`config.mk`:
```
export PLATFORM = sky130hd
export DESIGN_NAME = psacc_top
export DESIGN_NICKNAME = d
export VERILOG_FILES = /design/src/design/psacc_pkg.sv /design/src/design/psacc_stage_if.sv /design/src/design/psacc_stage.sv /design/src/design/psacc_top.sv
export SDC_FILE = /design/constraint.sdc
export NUM_CORES = 1
export LEC_CHECK = 0
export ABC_AREA = 1
export ABC_CLOCK_PERIOD_IN_PS = 3900
export BUFFER_PORTS_ARGS = -buffer_cell sky130_fd_sc_hd__buf_2
export CORE_MARGIN = 2
export CORE_UTILIZATION = 35
export DETAILED_ROUTE_END_ITERATION = 12
export GPL_TIMING_DRIVEN = 0
export PLACE_DENSITY = 0.61
export SETUP_SLACK_MARGIN = 0.4
export SYNTH_ARGS = -nofsm -noshare
export SYNTH_HDL_FRONTEND = slang
export SYNTH_SLANG_ARGS = --single-unit
```
`constraint.sdc`:
```
create_clock -name clock -period 3.9 [get_ports clock]
set_input_delay 0.78 -clock clock [delete_from_list [all_inputs] [get_ports clock]]
set_output_delay 0.78 -clock clock [all_outputs]
set_load 0.05 [all_outputs]
```
`src/design/psacc_pkg.sv`:
```
// Shared constants and types of the phase skewed accumulator
package psacc_pkg;

    localparam int PSACC_BITS  = 20;             // Data stages
    localparam int PSACC_XW    = 2;              // Partial top stage width
    localparam int PSACC_PH    = 5;              // Clock phases 00..08
    localparam logic PSACC_PAR_ODD = 1'b1;       // Operand word parity sense

    // Operations selected by the control unit pulse lines
    typedef enum logic [2:0] {
        PSACC_ADD_MD,
        PSACC_SUB_MD,
        PSACC_ADD_AUX,
        PSACC_SUB_AUX,
        PSACC_SHL,
        PSACC_CLR,
        PSACC_CMP,
        PSACC_MUL
    } psacc_op_t;

    // Per-stage control lines, common to all stages during a wave
    typedef struct packed {
        logic recirc;      // Keep the stored bit circulating
        logic inv_acc;     // Complement the stored bit
        logic use_md;      // Operand from multiplicand-divisor word
        logic use_aux;     // Operand from auxiliary word
        logic inv_opnd;    // Complement the operand (subtract)
        logic self_add;    // Second adder adds the bit to itself
        logic mul_hi;      // Second adder takes twice the multiplicand
    } psacc_ctl_t;

endpackage : psacc_pkg

```
`src/design/psacc_stage_if.sv`:
```
// Signals between the accumulator sequencer and one bit stage
`timescale 1ns/100ps
`default_nettype none

interface psacc_stage_if;
    import psacc_pkg::*;
    logic       go;
    logic       load;
    logic       load_bit;
    logic       cin1;
    logic       cin2;
    logic       md_b;
    logic       md_lo;
    logic       aux_b;
    psacc_ctl_t ctl;
    logic       bit_q;
    logic       c1_q;
    logic       c2_q;

    modport seq (output go, load, load_bit, cin1, cin2, md_b, md_lo, aux_b,
                 output ctl, input bit_q, c1_q, c2_q);
    modport stg (input go, load, load_bit, cin1, cin2, md_b, md_lo, aux_b,
                 input ctl, output bit_q, c1_q, c2_q);
endinterface : psacc_stage_if

`default_nettype wire

```
`src/design/psacc_stage.sv`:
```
// One accumulator bit stage: adder-subtractor, second adder, loop
`timescale 1ns/100ps
`default_nettype none

module psacc_stage
    import psacc_pkg::*;
(
    input wire logic     clock,
    input wire logic     sys_rst,
    psacc_stage_if.stg   sif
);

    // ==========================================================
    // State
    typedef struct packed {
        logic bit_v;
        logic c1;
        logic c2;
    } psacc_sst_t;

    psacc_sst_t q_r;
    psacc_sst_t q_nxt;
    logic       a;
    logic       o;
    logic       s1;
    logic       b;

    // ==========================================================
    // Datapath
    always_comb begin
        q_nxt = q_r;
        a  = (sif.ctl.recirc & q_r.bit_v) ^ sif.ctl.inv_acc;
        o  = ((sif.ctl.use_md & sif.md_b) | (sif.ctl.use_aux & sif.aux_b))
             ^ sif.ctl.inv_opnd;
        s1 = a ^ o ^ sif.cin1;
        // Self-add doubles through the carry, so the shift ripples too
        b  = (sif.ctl.self_add & a) | (sif.ctl.mul_hi & sif.md_lo);
        if (sif.go) begin
            q_nxt.bit_v = s1 ^ b ^ sif.cin2;
            q_nxt.c1    = (a & o) | (a & sif.cin1) | (o & sif.cin1);
            q_nxt.c2    = (s1 & b) | (s1 & sif.cin2) | (b & sif.cin2);
        end else if (sif.load) begin
            q_nxt.bit_v = sif.load_bit;
        end
    end

    always_ff @(posedge clock) begin
        if (sys_rst) begin
            q_r <= '0;
        end else begin
            q_r <= q_nxt;
        end
    end

    assign sif.bit_q = q_r.bit_v;
    assign sif.c1_q  = q_r.c1;
    assign sif.c2_q  = q_r.c2;
endmodule : psacc_stage

`default_nettype wire

```
`src/design/psacc_top.sv`:
```
// Phase skewed accumulator: twenty bit stages and their sequencer
// What this block does
// - Twenty identical bit stages, a partial twenty-first stage, top carry detect.
// - Each stage samples its bit of operand word, auxiliary word, own bit.
// - Each stage owns adder, adder-subtractor, loop and its own output bit.
// - Stage n acts one phase after stage n-1; carries ripple upward.
// - Stages hold adder, adder-subtractor, shift, loop; control selects the operation.
// - Adder-subtractor adds or subtracts operand word or auxiliary word.
// - A subtraction that borrows is complemented and its sign reversed.
// - Loop keeps each bit; turning it off clears the stage.
// - Left shift is the second adder adding the value to itself.
// - Multiply adds multiplicand per one bit, shifts right, covers all bits.
// - Multiply takes two multiplier bits a step, shifting right by two.
// - Shift path feeds self-add and the multiplicand into the second adder.
// - Operand word is 22 bits: 20 data, sign and parity.
// - Five clock phases 00..08, each one fifth period after the previous.
`timescale 1ns/100ps
`default_nettype none

module psacc_top
    import psacc_pkg::*;
#(
    parameter int BITS = PSACC_BITS
)(
    input  wire logic              clock,
    input  wire logic              sys_rst,
    input  wire logic              start,
    input  wire psacc_op_t         op,
    input  wire logic [BITS+1:0]   md_word,
    input  wire logic [BITS:0]     aux_word,
    output logic [BITS-1:0]        acc,
    output logic [PSACC_XW-1:0]    acc_ext,
    output logic                   sign,
    output logic                   ovf,
    output logic                   par_err,
    output logic                   busy,
    output logic                   done,
    output logic [PSACC_PH-1:0]    phase,
    output logic [BITS-1:0]        prod_lo
);

    localparam int PW    = $clog2(BITS);
    localparam int STEPS = BITS / 2;
    localparam int SW    = $clog2(STEPS + 1);
    localparam int SGN   = BITS;       // Sign position in both words
    localparam int PAR   = BITS + 1;   // Parity position in operand word

    if (BITS < 4 || BITS % 2 != 0) begin : g_bits_chk
        $error("psacc_top: BITS must be even and at least 4");
    end

    // ==========================================================
    // Sequencer state
    typedef enum logic [2:0] {S_IDLE, S_WAIT, S_WAVE, S_FIN, S_SHR} psacc_st_t;

    typedef struct packed {
        logic [PSACC_PH-1:0] ph;
        psacc_st_t           st;
        logic [PW-1:0]       pos;
        psacc_op_t           op;
        logic                cmp_run;
        logic [SW-1:0]       step;
        logic [BITS-1:0]     mlt;
        logic                sgn;
        logic                ovf;
        logic [PSACC_XW-1:0] ext;
        logic                busy;
        logic                done;
        logic                perr;
    } psacc_state_t;

    psacc_state_t q_r;
    psacc_state_t q_nxt;
    psacc_ctl_t   ctl;
    logic         cin0;
    logic         is_sub;
    logic [BITS-1:0] acc_w;

    psacc_stage_if sif [BITS] ();

    // ==========================================================
    // Stages, one phase apart
    genvar gi;
    generate
        for (gi = 0; gi < BITS; gi++) begin : g_stage
            assign sif[gi].go    = q_r.st == S_WAVE && q_r.pos == PW'(gi);
            assign sif[gi].load  = q_r.st == S_SHR;
            assign sif[gi].ctl   = ctl;
            assign sif[gi].md_b  = md_word[gi];
            assign sif[gi].aux_b = aux_word[gi];
            if (gi == 0) begin : g_lsb
                assign sif[gi].cin1  = cin0;
                assign sif[gi].cin2  = 1'b0;
                assign sif[gi].md_lo = 1'b0;
            end else begin : g_up
                assign sif[gi].cin1  = sif[gi-1].c1_q;
                assign sif[gi].cin2  = sif[gi-1].c2_q;
                assign sif[gi].md_lo = md_word[gi-1];
            end
            if (gi + 2 < BITS) begin : g_shr
                assign sif[gi].load_bit = sif[gi+2].bit_q;
            end else begin : g_shx
                assign sif[gi].load_bit = q_r.ext[gi+2-BITS];
            end
            assign acc_w[gi] = sif[gi].bit_q;
            psacc_stage u_stage (
                .clock   (clock),
                .sys_rst (sys_rst),
                .sif     (sif[gi])
            );
        end
    endgenerate

    // ==========================================================
    // Control line decode
    always_comb begin
        ctl    = '0;
        is_sub = q_r.op == PSACC_SUB_MD || q_r.op == PSACC_SUB_AUX;
        if (q_r.cmp_run) begin
            ctl.recirc  = 1'b1;
            ctl.inv_acc = 1'b1;
        end else begin
            unique case (q_r.op)
                PSACC_ADD_MD:  begin ctl.recirc = 1'b1; ctl.use_md = 1'b1; end
                PSACC_SUB_MD:  begin
                    ctl.recirc = 1'b1; ctl.use_md = 1'b1; ctl.inv_opnd = 1'b1;
                end
                PSACC_ADD_AUX: begin ctl.recirc = 1'b1; ctl.use_aux = 1'b1; end
                PSACC_SUB_AUX: begin
                    ctl.recirc = 1'b1; ctl.use_aux = 1'b1; ctl.inv_opnd = 1'b1;
                end
                PSACC_SHL:     begin ctl.recirc = 1'b1; ctl.self_add = 1'b1; end
                PSACC_CLR:     ctl = '0;
                PSACC_CMP:     begin ctl.recirc = 1'b1; ctl.inv_acc = 1'b1; end
                PSACC_MUL:     begin
                    ctl.recirc = 1'b1;
                    ctl.use_md = q_r.mlt[0];
                    ctl.mul_hi = q_r.mlt[1];
                end
            endcase
        end
        cin0 = ctl.inv_opnd | ctl.inv_acc;
    end

    // ==========================================================
    // Sequencer
    always_comb begin
        q_nxt      = q_r;
        q_nxt.done = 1'b0;
        q_nxt.ph   = {q_r.ph[PSACC_PH-2:0], q_r.ph[PSACC_PH-1]};
        unique case (q_r.st)
            S_IDLE: if (start) begin
                q_nxt.op      = op;
                q_nxt.st      = S_WAIT;
                q_nxt.busy    = 1'b1;
                q_nxt.step    = '0;
                q_nxt.cmp_run = 1'b0;
                q_nxt.ovf     = 1'b0;
                q_nxt.ext     = '0;
                q_nxt.perr    = (op == PSACC_ADD_MD || op == PSACC_SUB_MD
                    || op == PSACC_MUL) && (^md_word != PSACC_PAR_ODD);
                if (op == PSACC_MUL) begin
                    q_nxt.mlt = aux_word[BITS-1:0];
                    q_nxt.sgn = md_word[SGN] ^ aux_word[SGN];
                end else if (op == PSACC_CMP) begin
                    q_nxt.sgn = ~q_r.sgn;
                end
            end
            // Every wave opens on phase 00 so stage n always owns one phase
            S_WAIT: if (q_r.ph[PSACC_PH-1]) begin
                q_nxt.st  = S_WAVE;
                q_nxt.pos = '0;
            end
            S_WAVE: begin
                q_nxt.pos = PW'(q_r.pos + 1'b1);
                if (q_r.pos == PW'(BITS - 1)) begin
                    q_nxt.st = S_FIN;
                end
            end
            S_FIN: begin
                if (q_r.op == PSACC_MUL && !q_r.cmp_run) begin
                    q_nxt.ext = PSACC_XW'(sif[BITS-1].c1_q)
                              + PSACC_XW'(sif[BITS-1].c2_q)
                              + PSACC_XW'(q_r.mlt[1] & md_word[BITS-1]);
                    q_nxt.st  = S_SHR;
                end else if (is_sub && !q_r.cmp_run && !sif[BITS-1].c1_q) begin
                    q_nxt.cmp_run = 1'b1;
                    q_nxt.sgn     = ~q_r.sgn;
                    q_nxt.st      = S_WAIT;
                end else begin
                    if (!q_r.cmp_run && (q_r.op == PSACC_ADD_MD
                        || q_r.op == PSACC_ADD_AUX)) begin
                        q_nxt.ovf = sif[BITS-1].c1_q;
                    end else if (q_r.op == PSACC_SHL) begin
                        q_nxt.ovf = sif[BITS-1].c2_q;
                    end
                    q_nxt.ext  = {1'b0, q_nxt.ovf};
                    q_nxt.st   = S_IDLE;
                    q_nxt.busy = 1'b0;
                    q_nxt.done = 1'b1;
                end
            end
            S_SHR: begin
                q_nxt.mlt  = {acc_w[1:0], q_r.mlt[BITS-1:2]};
                q_nxt.ext  = '0;
                q_nxt.step = SW'(q_r.step + 1'b1);
                if (q_r.step == SW'(STEPS - 1)) begin
                    q_nxt.st   = S_IDLE;
                    q_nxt.busy = 1'b0;
                    q_nxt.done = 1'b1;
                end else begin
                    q_nxt.st = S_WAIT;
                end
            end
            default: q_nxt.st = S_IDLE;
        endcase
    end

    always_ff @(posedge clock) begin
        if (sys_rst) begin
            q_r    <= '0;
            q_r.ph <= PSACC_PH'(1);
            q_r.st <= S_IDLE;
            q_r.op <= PSACC_CLR;
        end else begin
            q_r <= q_nxt;
        end
    end

    assign acc     = acc_w;
    assign acc_ext = q_r.ext;
    assign sign    = q_r.sgn;
    assign ovf     = q_r.ovf;
    assign par_err = q_r.perr;
    assign busy    = q_r.busy;
    assign done    = q_r.done;
    assign phase   = q_r.ph;
    assign prod_lo = q_r.mlt;

    // ==========================================================
    // Checks
    localparam int LAG_MAX = 5;
    logic [BITS-1:0]   acc0_r;
    logic [BITS+1:0]   md0_r;
    logic [BITS:0]     aux0_r;
    logic [BITS:0]     dif_w;
    always_ff @(posedge clock) begin
        if (q_r.st == S_IDLE && start) begin
            acc0_r <= acc_w;
            md0_r  <= md_word;
            aux0_r <= aux_word;
        end
    end
    assign dif_w = {1'b0, acc0_r} - {1'b0, md0_r[BITS-1:0]};
endmodule : psacc_top

`default_nettype wire

```
Word-level counts from Yosys, hierarchy flattened
Cells that the tools add are included.
Storage, ports and cells
  flip-flop bits (word level): 108
  output and inout port bits: 52
  word-level logic and storage cells: 729
Cells by class
  add/sub/neg operators: 4
  eq/ne operators: 44
  mux-type cells: 76
  bitwise operators: 458
  reductions and logical operators: 74
Operators with widths (count)
  $and 1x1->1: 218
  $xor 1x1->1: 120
  $or 1x1->1: 118
  $mux 1: 54
  $pmux 24 s2: 1
  $reduce_bool 2->1: 23
  $eq 5x4->1 const B: 8
  $mux 30: 1
  $logic_and 1x1->1: 25
  $reduce_xor 22->1: 1
  $eq 3x3->1 const B: 7
  $eq 5x3->1 const B: 4
  $eq 5x5->1 const B: 4
  $mux 20: 1
  $pmux 3 s5: 1
  $ne 2x2->1 const B: 7
  $eq 3x2->1 const B: 4
  $eq 5x2->1 const B: 2
  $mux 2: 5
  $mux 5: 2
  $pmux 5 s2: 1
  $reduce_and 5->1: 2
  $eq 3x1->1 const B: 3
  $logic_not 3->1: 3
  23 further kinds: 41

Longest topological paths before layout
  depth after elaboration: 12
  gate-level depth with buffers: 15
  depth with buffers taken out: 14

Modules after synthesis
Synthesis repeated with hierarchy kept, for this count alone.
Second synthesis, totals
  cells, all modules: 1138
  area total of the unflattened synthesis: 7633.6 µm²
Modules (own cells, without submodules)
  psacc_stage: instances 20, cells an instance 31, area an instance 215.2 µm², seq. area each 60.1 µm²
  psacc_top: instances 1, cells an instance 518, area an instance 3329.4 µm², seq. area each 960.9 µm²

Worst setup path after synthesis
No wires, ideal clock.
  path kind: register to register
  start point: reg q_r[33] (netlist bit)
  end point: reg g_stage[19].u_stage.q_r, in the netlist g_stage[19].u_stage.sif.bit_q
  library setup time: 132 ps
  arrival time: 2284 ps
  slack: 1484 ps
  cell stages (with the launch flop): 15
  path buffers: 1
  path through: dfxtp_1 > inv_2 > nor3_4 > nand2_1 > o21ai_2 > buf_6 > nand2_2 > nand3_1 > nand2_1 > ha_1 > xnor2_1 > fa_1 > inv_1 > nand2_1 > a21oi_1
On the way
  word-level cells in the longest chain between the ends: 12
  elaborated cells between the ends (all ways): 35
  classes of those cells: 7 x eq/ne; 10 x mux; 13 x bitwise; 5 x reduce/logical
RTL lines
  start: declaration: line psacc_top.sv:72  | psacc_state_t q_r;
  start signal: assignment: line psacc_top.sv:226  | q_r <= q_nxt;
  $eq 3x1->1 (tied with other cells): line psacc_top.sv:123  | unique case (q_r.op)
  $reduce_or 2->1 (no line)
  $pmux 1 s2 / $mux 1 (equally long branches): line psacc_top.sv:123
  $mux 5: line psacc_top.sv:119  | if (q_r.cmp_run) begin
  $and 1x1->1: line psacc_stage.sv:33  | o = ((sif.ctl.use_md & sif.md_b) | (sif.ctl.use_aux & sif.aux_b))
  $or 1x1->1: line psacc_stage.sv:33
  $xor 1x1->1: line psacc_stage.sv:34  | ^ sif.ctl.inv_opnd;
  $xor 1x1->1 (2 in series): line psacc_stage.sv:35  | s1 = a ^ o ^ sif.cin1;
  $xor 1x1->1 (*) (2 in series): line psacc_stage.sv:39  | q_nxt.bit_v = s1 ^ b ^ sif.cin2;
  $mux 1 (*): line psacc_stage.sv:38  | if (sif.go) begin
  end signal: assignment: line psacc_stage.sv:51  | q_r <= q_nxt;
  end: declaration: line psacc_stage.sv:21  | psacc_sst_t q_r;
Every way passes the cells marked *; elsewhere a longest branch is shown, timed or not.
A chain may end at the register's enable or synchronous reset.

Worst setup path after layout
  start point: reg q_r[31] (netlist bit)
  end point: reg g_stage[19].u_stage.q_r, in the netlist g_stage[19].u_stage.sif.bit_q
On the way
  word-level cells in the longest chain between the ends: 9
  elaborated cells between the ends (all ways): 16
  classes of those cells: 3 x mux; 13 x bitwise
RTL lines (line)
  $mux 5: psacc_top.sv:119
  $and 1x1->1: psacc_stage.sv:33
  $or 1x1->1: psacc_stage.sv:33
  $xor 1x1->1: psacc_stage.sv:34
  $xor 1x1->1 (2 in series): psacc_stage.sv:35
  $xor 1x1->1 (*) (2 in series): psacc_stage.sv:39
  $mux 1 (*): psacc_stage.sv:38
Marks and branches as above.

==> run summary <==
Highest-delay cell along the critical path: fa_1. The effective utilization at floorplan is 0.355, and the floorplan die height is 152 µm. STA classifies the critical path endpoint as a flip-flop. The floorplan step defined a die boundary enclosing 23200 µm². The average instance area after synthesis came out at 6.62 µm². The tools report the number of warnings reported in the yosys synthesis log as 0.

For the DRC violations left, the log shows 0. dfxtp_1 takes more of the synthesized area than any other cell. The post-detailed-route wirelength per cell is 15.2 µm, and the net count after synthesis is 1262.

The largest net degree at the start of global routing is 20, and the number of standard cells after synthesis is 1165. The worst setup path is launched from a flip-flop. Dividing total power by cell area gives a power density of 305 nW/µm².

The tools report the post-CTS repair timing setup buffer count as 0. The reg-to-reg critical path startpoint is q_r[31]. The commonest cells after synthesis are nand2_1 (361), inv_1 (143), dfxtp_1 (108). Summed over all nets, the half-perimeter wirelength after detailed placement is 18600 µm.

In this run the remaining antenna-violating nets after routing total 0. The slew of the pin with the lowest slew margin was 850 ps. Power comes to 0.00270 W.

TritonCTS built the clock tree. In this run the deepest clock path goes through 2 buffers. Counting both buffers and inverters, the worst setup path holds a total of 4. The highest clock rate was 339 MHz; the area after detailed placement was 8570 µm². The run gives 0 as the number of buffers inserted by hold repair at cts. The logs give 3 for the depth of the CTS H-tree and 4120 ps for the required time at the worst-slack endpoint. After global routing the overflow that remains totals 0. The synthesized netlist occupies a cell area of 7710 µm².

Pin placement for this block handled 101 I/O pins. The final critical delay including setup and external delays came out at 2950 ps. At the worst endpoint, the arrival time is 3170 ps.

Setup slack on the critical path of the routed design comes to 951 ps. The pre-antenna-repair detailed-routing pass consisted of 5 iterations. Between clock sinks in the finished design, the worst skew comes to 8.86 ps.

On the final layout, the worst hold slack is 421 ps. Walking the worst path, the cells encountered are nor2_1, inv_1, nor2_1, buf_2, buf_2, nand3_1, nand2_1, ha_1, xnor2_1, fa_1, inv_1, nand2_1, a21oi_1. The tools report the first-pass GRT wire length as 37600 µm.

Classification of the worst-slack hold path: flip-flop to flip-flop. For the initial antenna violation count, the log shows 2. By startpoint and endpoint, the worst setup path is classified as flip-flop to flip-flop. The run gives 0.203 as the overall routing resource usage. Sorting the synthesized cells by area gives the leading types as dfxtp_1 (28%), nand2_1 (18%), inv_1 (7.0%). Proportion of netlist area held by the largest area contributor: 0.280.

The predominant post-synthesis flop cell is dfxtp_1. The flip-flop and latch count after synthesis is 108, and the number of enable flip-flop cells after synthesis is 0. VDD sags by at most 0.161 mV.

The tool flagged a number of max-cap violations equal to 0. After the first detailed-routing iteration, the DRC count stood at 620. The portion of the post-synthesis area used by sequential elements came out at 0.280. The routed via count divided by cell count was 4.90; the routability congestion estimate from global placement was 0.899. Area added between synthesis and finish: 14.9%.

For the number of CTS-inserted buffers, the log shows 9. Setup total negative slack on the finished layout was measured at 0 ps. The number of global-route vias before repair was 7042. Row generation in the floorplan step produced 54 rows.

The worst hold path begins at phase[2]. The final layout contains routed wiring with a total length of 23700 µm. The fraction of layout instances using a drive strength above 1 came out at 0.176.

The final hold violation count was 0; the final clock period utilization by the worst path was 0.756. The largest incremental delay on the critical path came out at 550 ps. The clock latency of the later-clocked register in the worst-skew pair came out at 370 ps. Synthesis instantiated 38 different standard cells from the library. The core region is 21800 µm². Leakage component of the power: 4.25 nW. For the remaining max-slew budget at the tightest pin, the log shows 0.433. The tools report the minimum setup slack after placement as 1030 ps.

CTS saw 108 sinks. The fraction of synthesis flops using an asynchronous set or reset pin was 0. Setup repair after global routing left no endpoint under its margin. Clock-pin slew was measured on the worst setup and hold paths at 80 ps.

Summing all non-filler instances in the final layout gives an area of 8860 µm². On the critical path the largest part of the delay comes from buffers and inverters. In this run the worst path has a maximum fanout of 10. The run finished with clean final reports.

The final count of pins violating max slew is 0. The net count of the finished layout is 1373. The logs give 7666 for the number of vias in the routed layout and 0 for the total setup violations reported at the end of the flow. nand2_1 is the most common cell in the netlist.

The total of buffers placed on input and output ports was 100. The die is 152 µm wide. The tree is rooted in a clkbuf_16.

Tracing the worst setup path back leads to its startpoint at q_r[31]. The tools report the number of gates resized after cts as 0.
## final timing paths
| check | end | slack [ps] | depth (start not counted) |
|---|---|---|---|
| max | g_stage[19].u_stage.sif.bit_q | 950 | 13 |
| min | phase[3] | 420 | 2 |
| max reg2reg | g_stage[19].u_stage.sif.bit_q | 950 | 13 |
| min reg2reg | phase[3] | 420 | 2 |
## flip-flops by register name, summed over array words and instances (netlist names), 2 cells and up
name                       cells
prod_lo                       20
phase                          5
g_stage.u_stage.sif.bit_q     20
g_stage.u_stage.sif.c2_q      20
acc_ext                        2
q_r                           16
g_stage.u_stage.sif.c1_q      20
## cells by family (layout without fill, tap and decap cells)
family	after synthesis	count (layout)	synth area share
simple gates	519	519	0.277
buf+inv	234	350	0.142
compound gates	214	214	0.155
flops	108	108	0.280
fa+ha+maj	48	48	0.0983
xor+xnor	42	42	0.0477
other cells	0	2	0
## per-stage QoR
stage | std cells | util
floorplan | 1165 | -
global placement | 1545 | 0.394
detailed placement | 1545 | 0.394
CTS | 1561 | 0.407
global route | 1561 | 0.407
finish | 1563 | 0.407
## layer usage
layer  up-vias  part of all wire  wire (µm)  global-route usage
met4         0             0.015        345              0.0525
met5         -                 0          0                   0
met2       228              0.44      10500               0.320
met3        21             0.073       1730              0.0398
li1       3903                 -          -                   -
met1      3514              0.47      11200               0.286
## power by group
group | internal (W) | total, W | switching, W
logic | 0.000215 | 0.000625 | 0.000411
clock network | 0.000463 | 0.000940 | 0.000477
registers | 0.00112 | 0.00114 | 0.0000171
## cell type report
cell class	count	area (µm²)
antenna	2	5.00
buffer	85	537
clock buffer	10	239
clock inverter	6	51.3
fill	2282	12900
inverter	149	559
multi-input combinational	823	4460
sequential	108	2160
tap	280	350
timing repair buffer	100	500
## worst reg2reg max path: stages, from the launching register on
cell,delay (ps)
dfxtp_1,400
nor2_1,130
inv_1,120
nor2_1,150
buf_2,310
buf_2,350
nand3_1,160
nand2_1,100
ha_1,240
xnor2_1,160
fa_1,550
inv_1,40
nand2_1,50
a21oi_1,60
## cell usage in the layout (no fill, tap or decap), types with 28 or more instances in the layout
| cell | instances |
|---|---|
| nor2_1 | 59 |
| nand2_1 | 361 |
| a31oi_1 | 28 |
| a21oi_1 | 62 |
| o21ai_0 | 83 |
| buf_2 | 115 |
| nand3_1 | 53 |
| dfxtp_1 | 108 |
| inv_1 | 143 |
| buf_4 | 49 |
(Power assumes the default switching activity.)
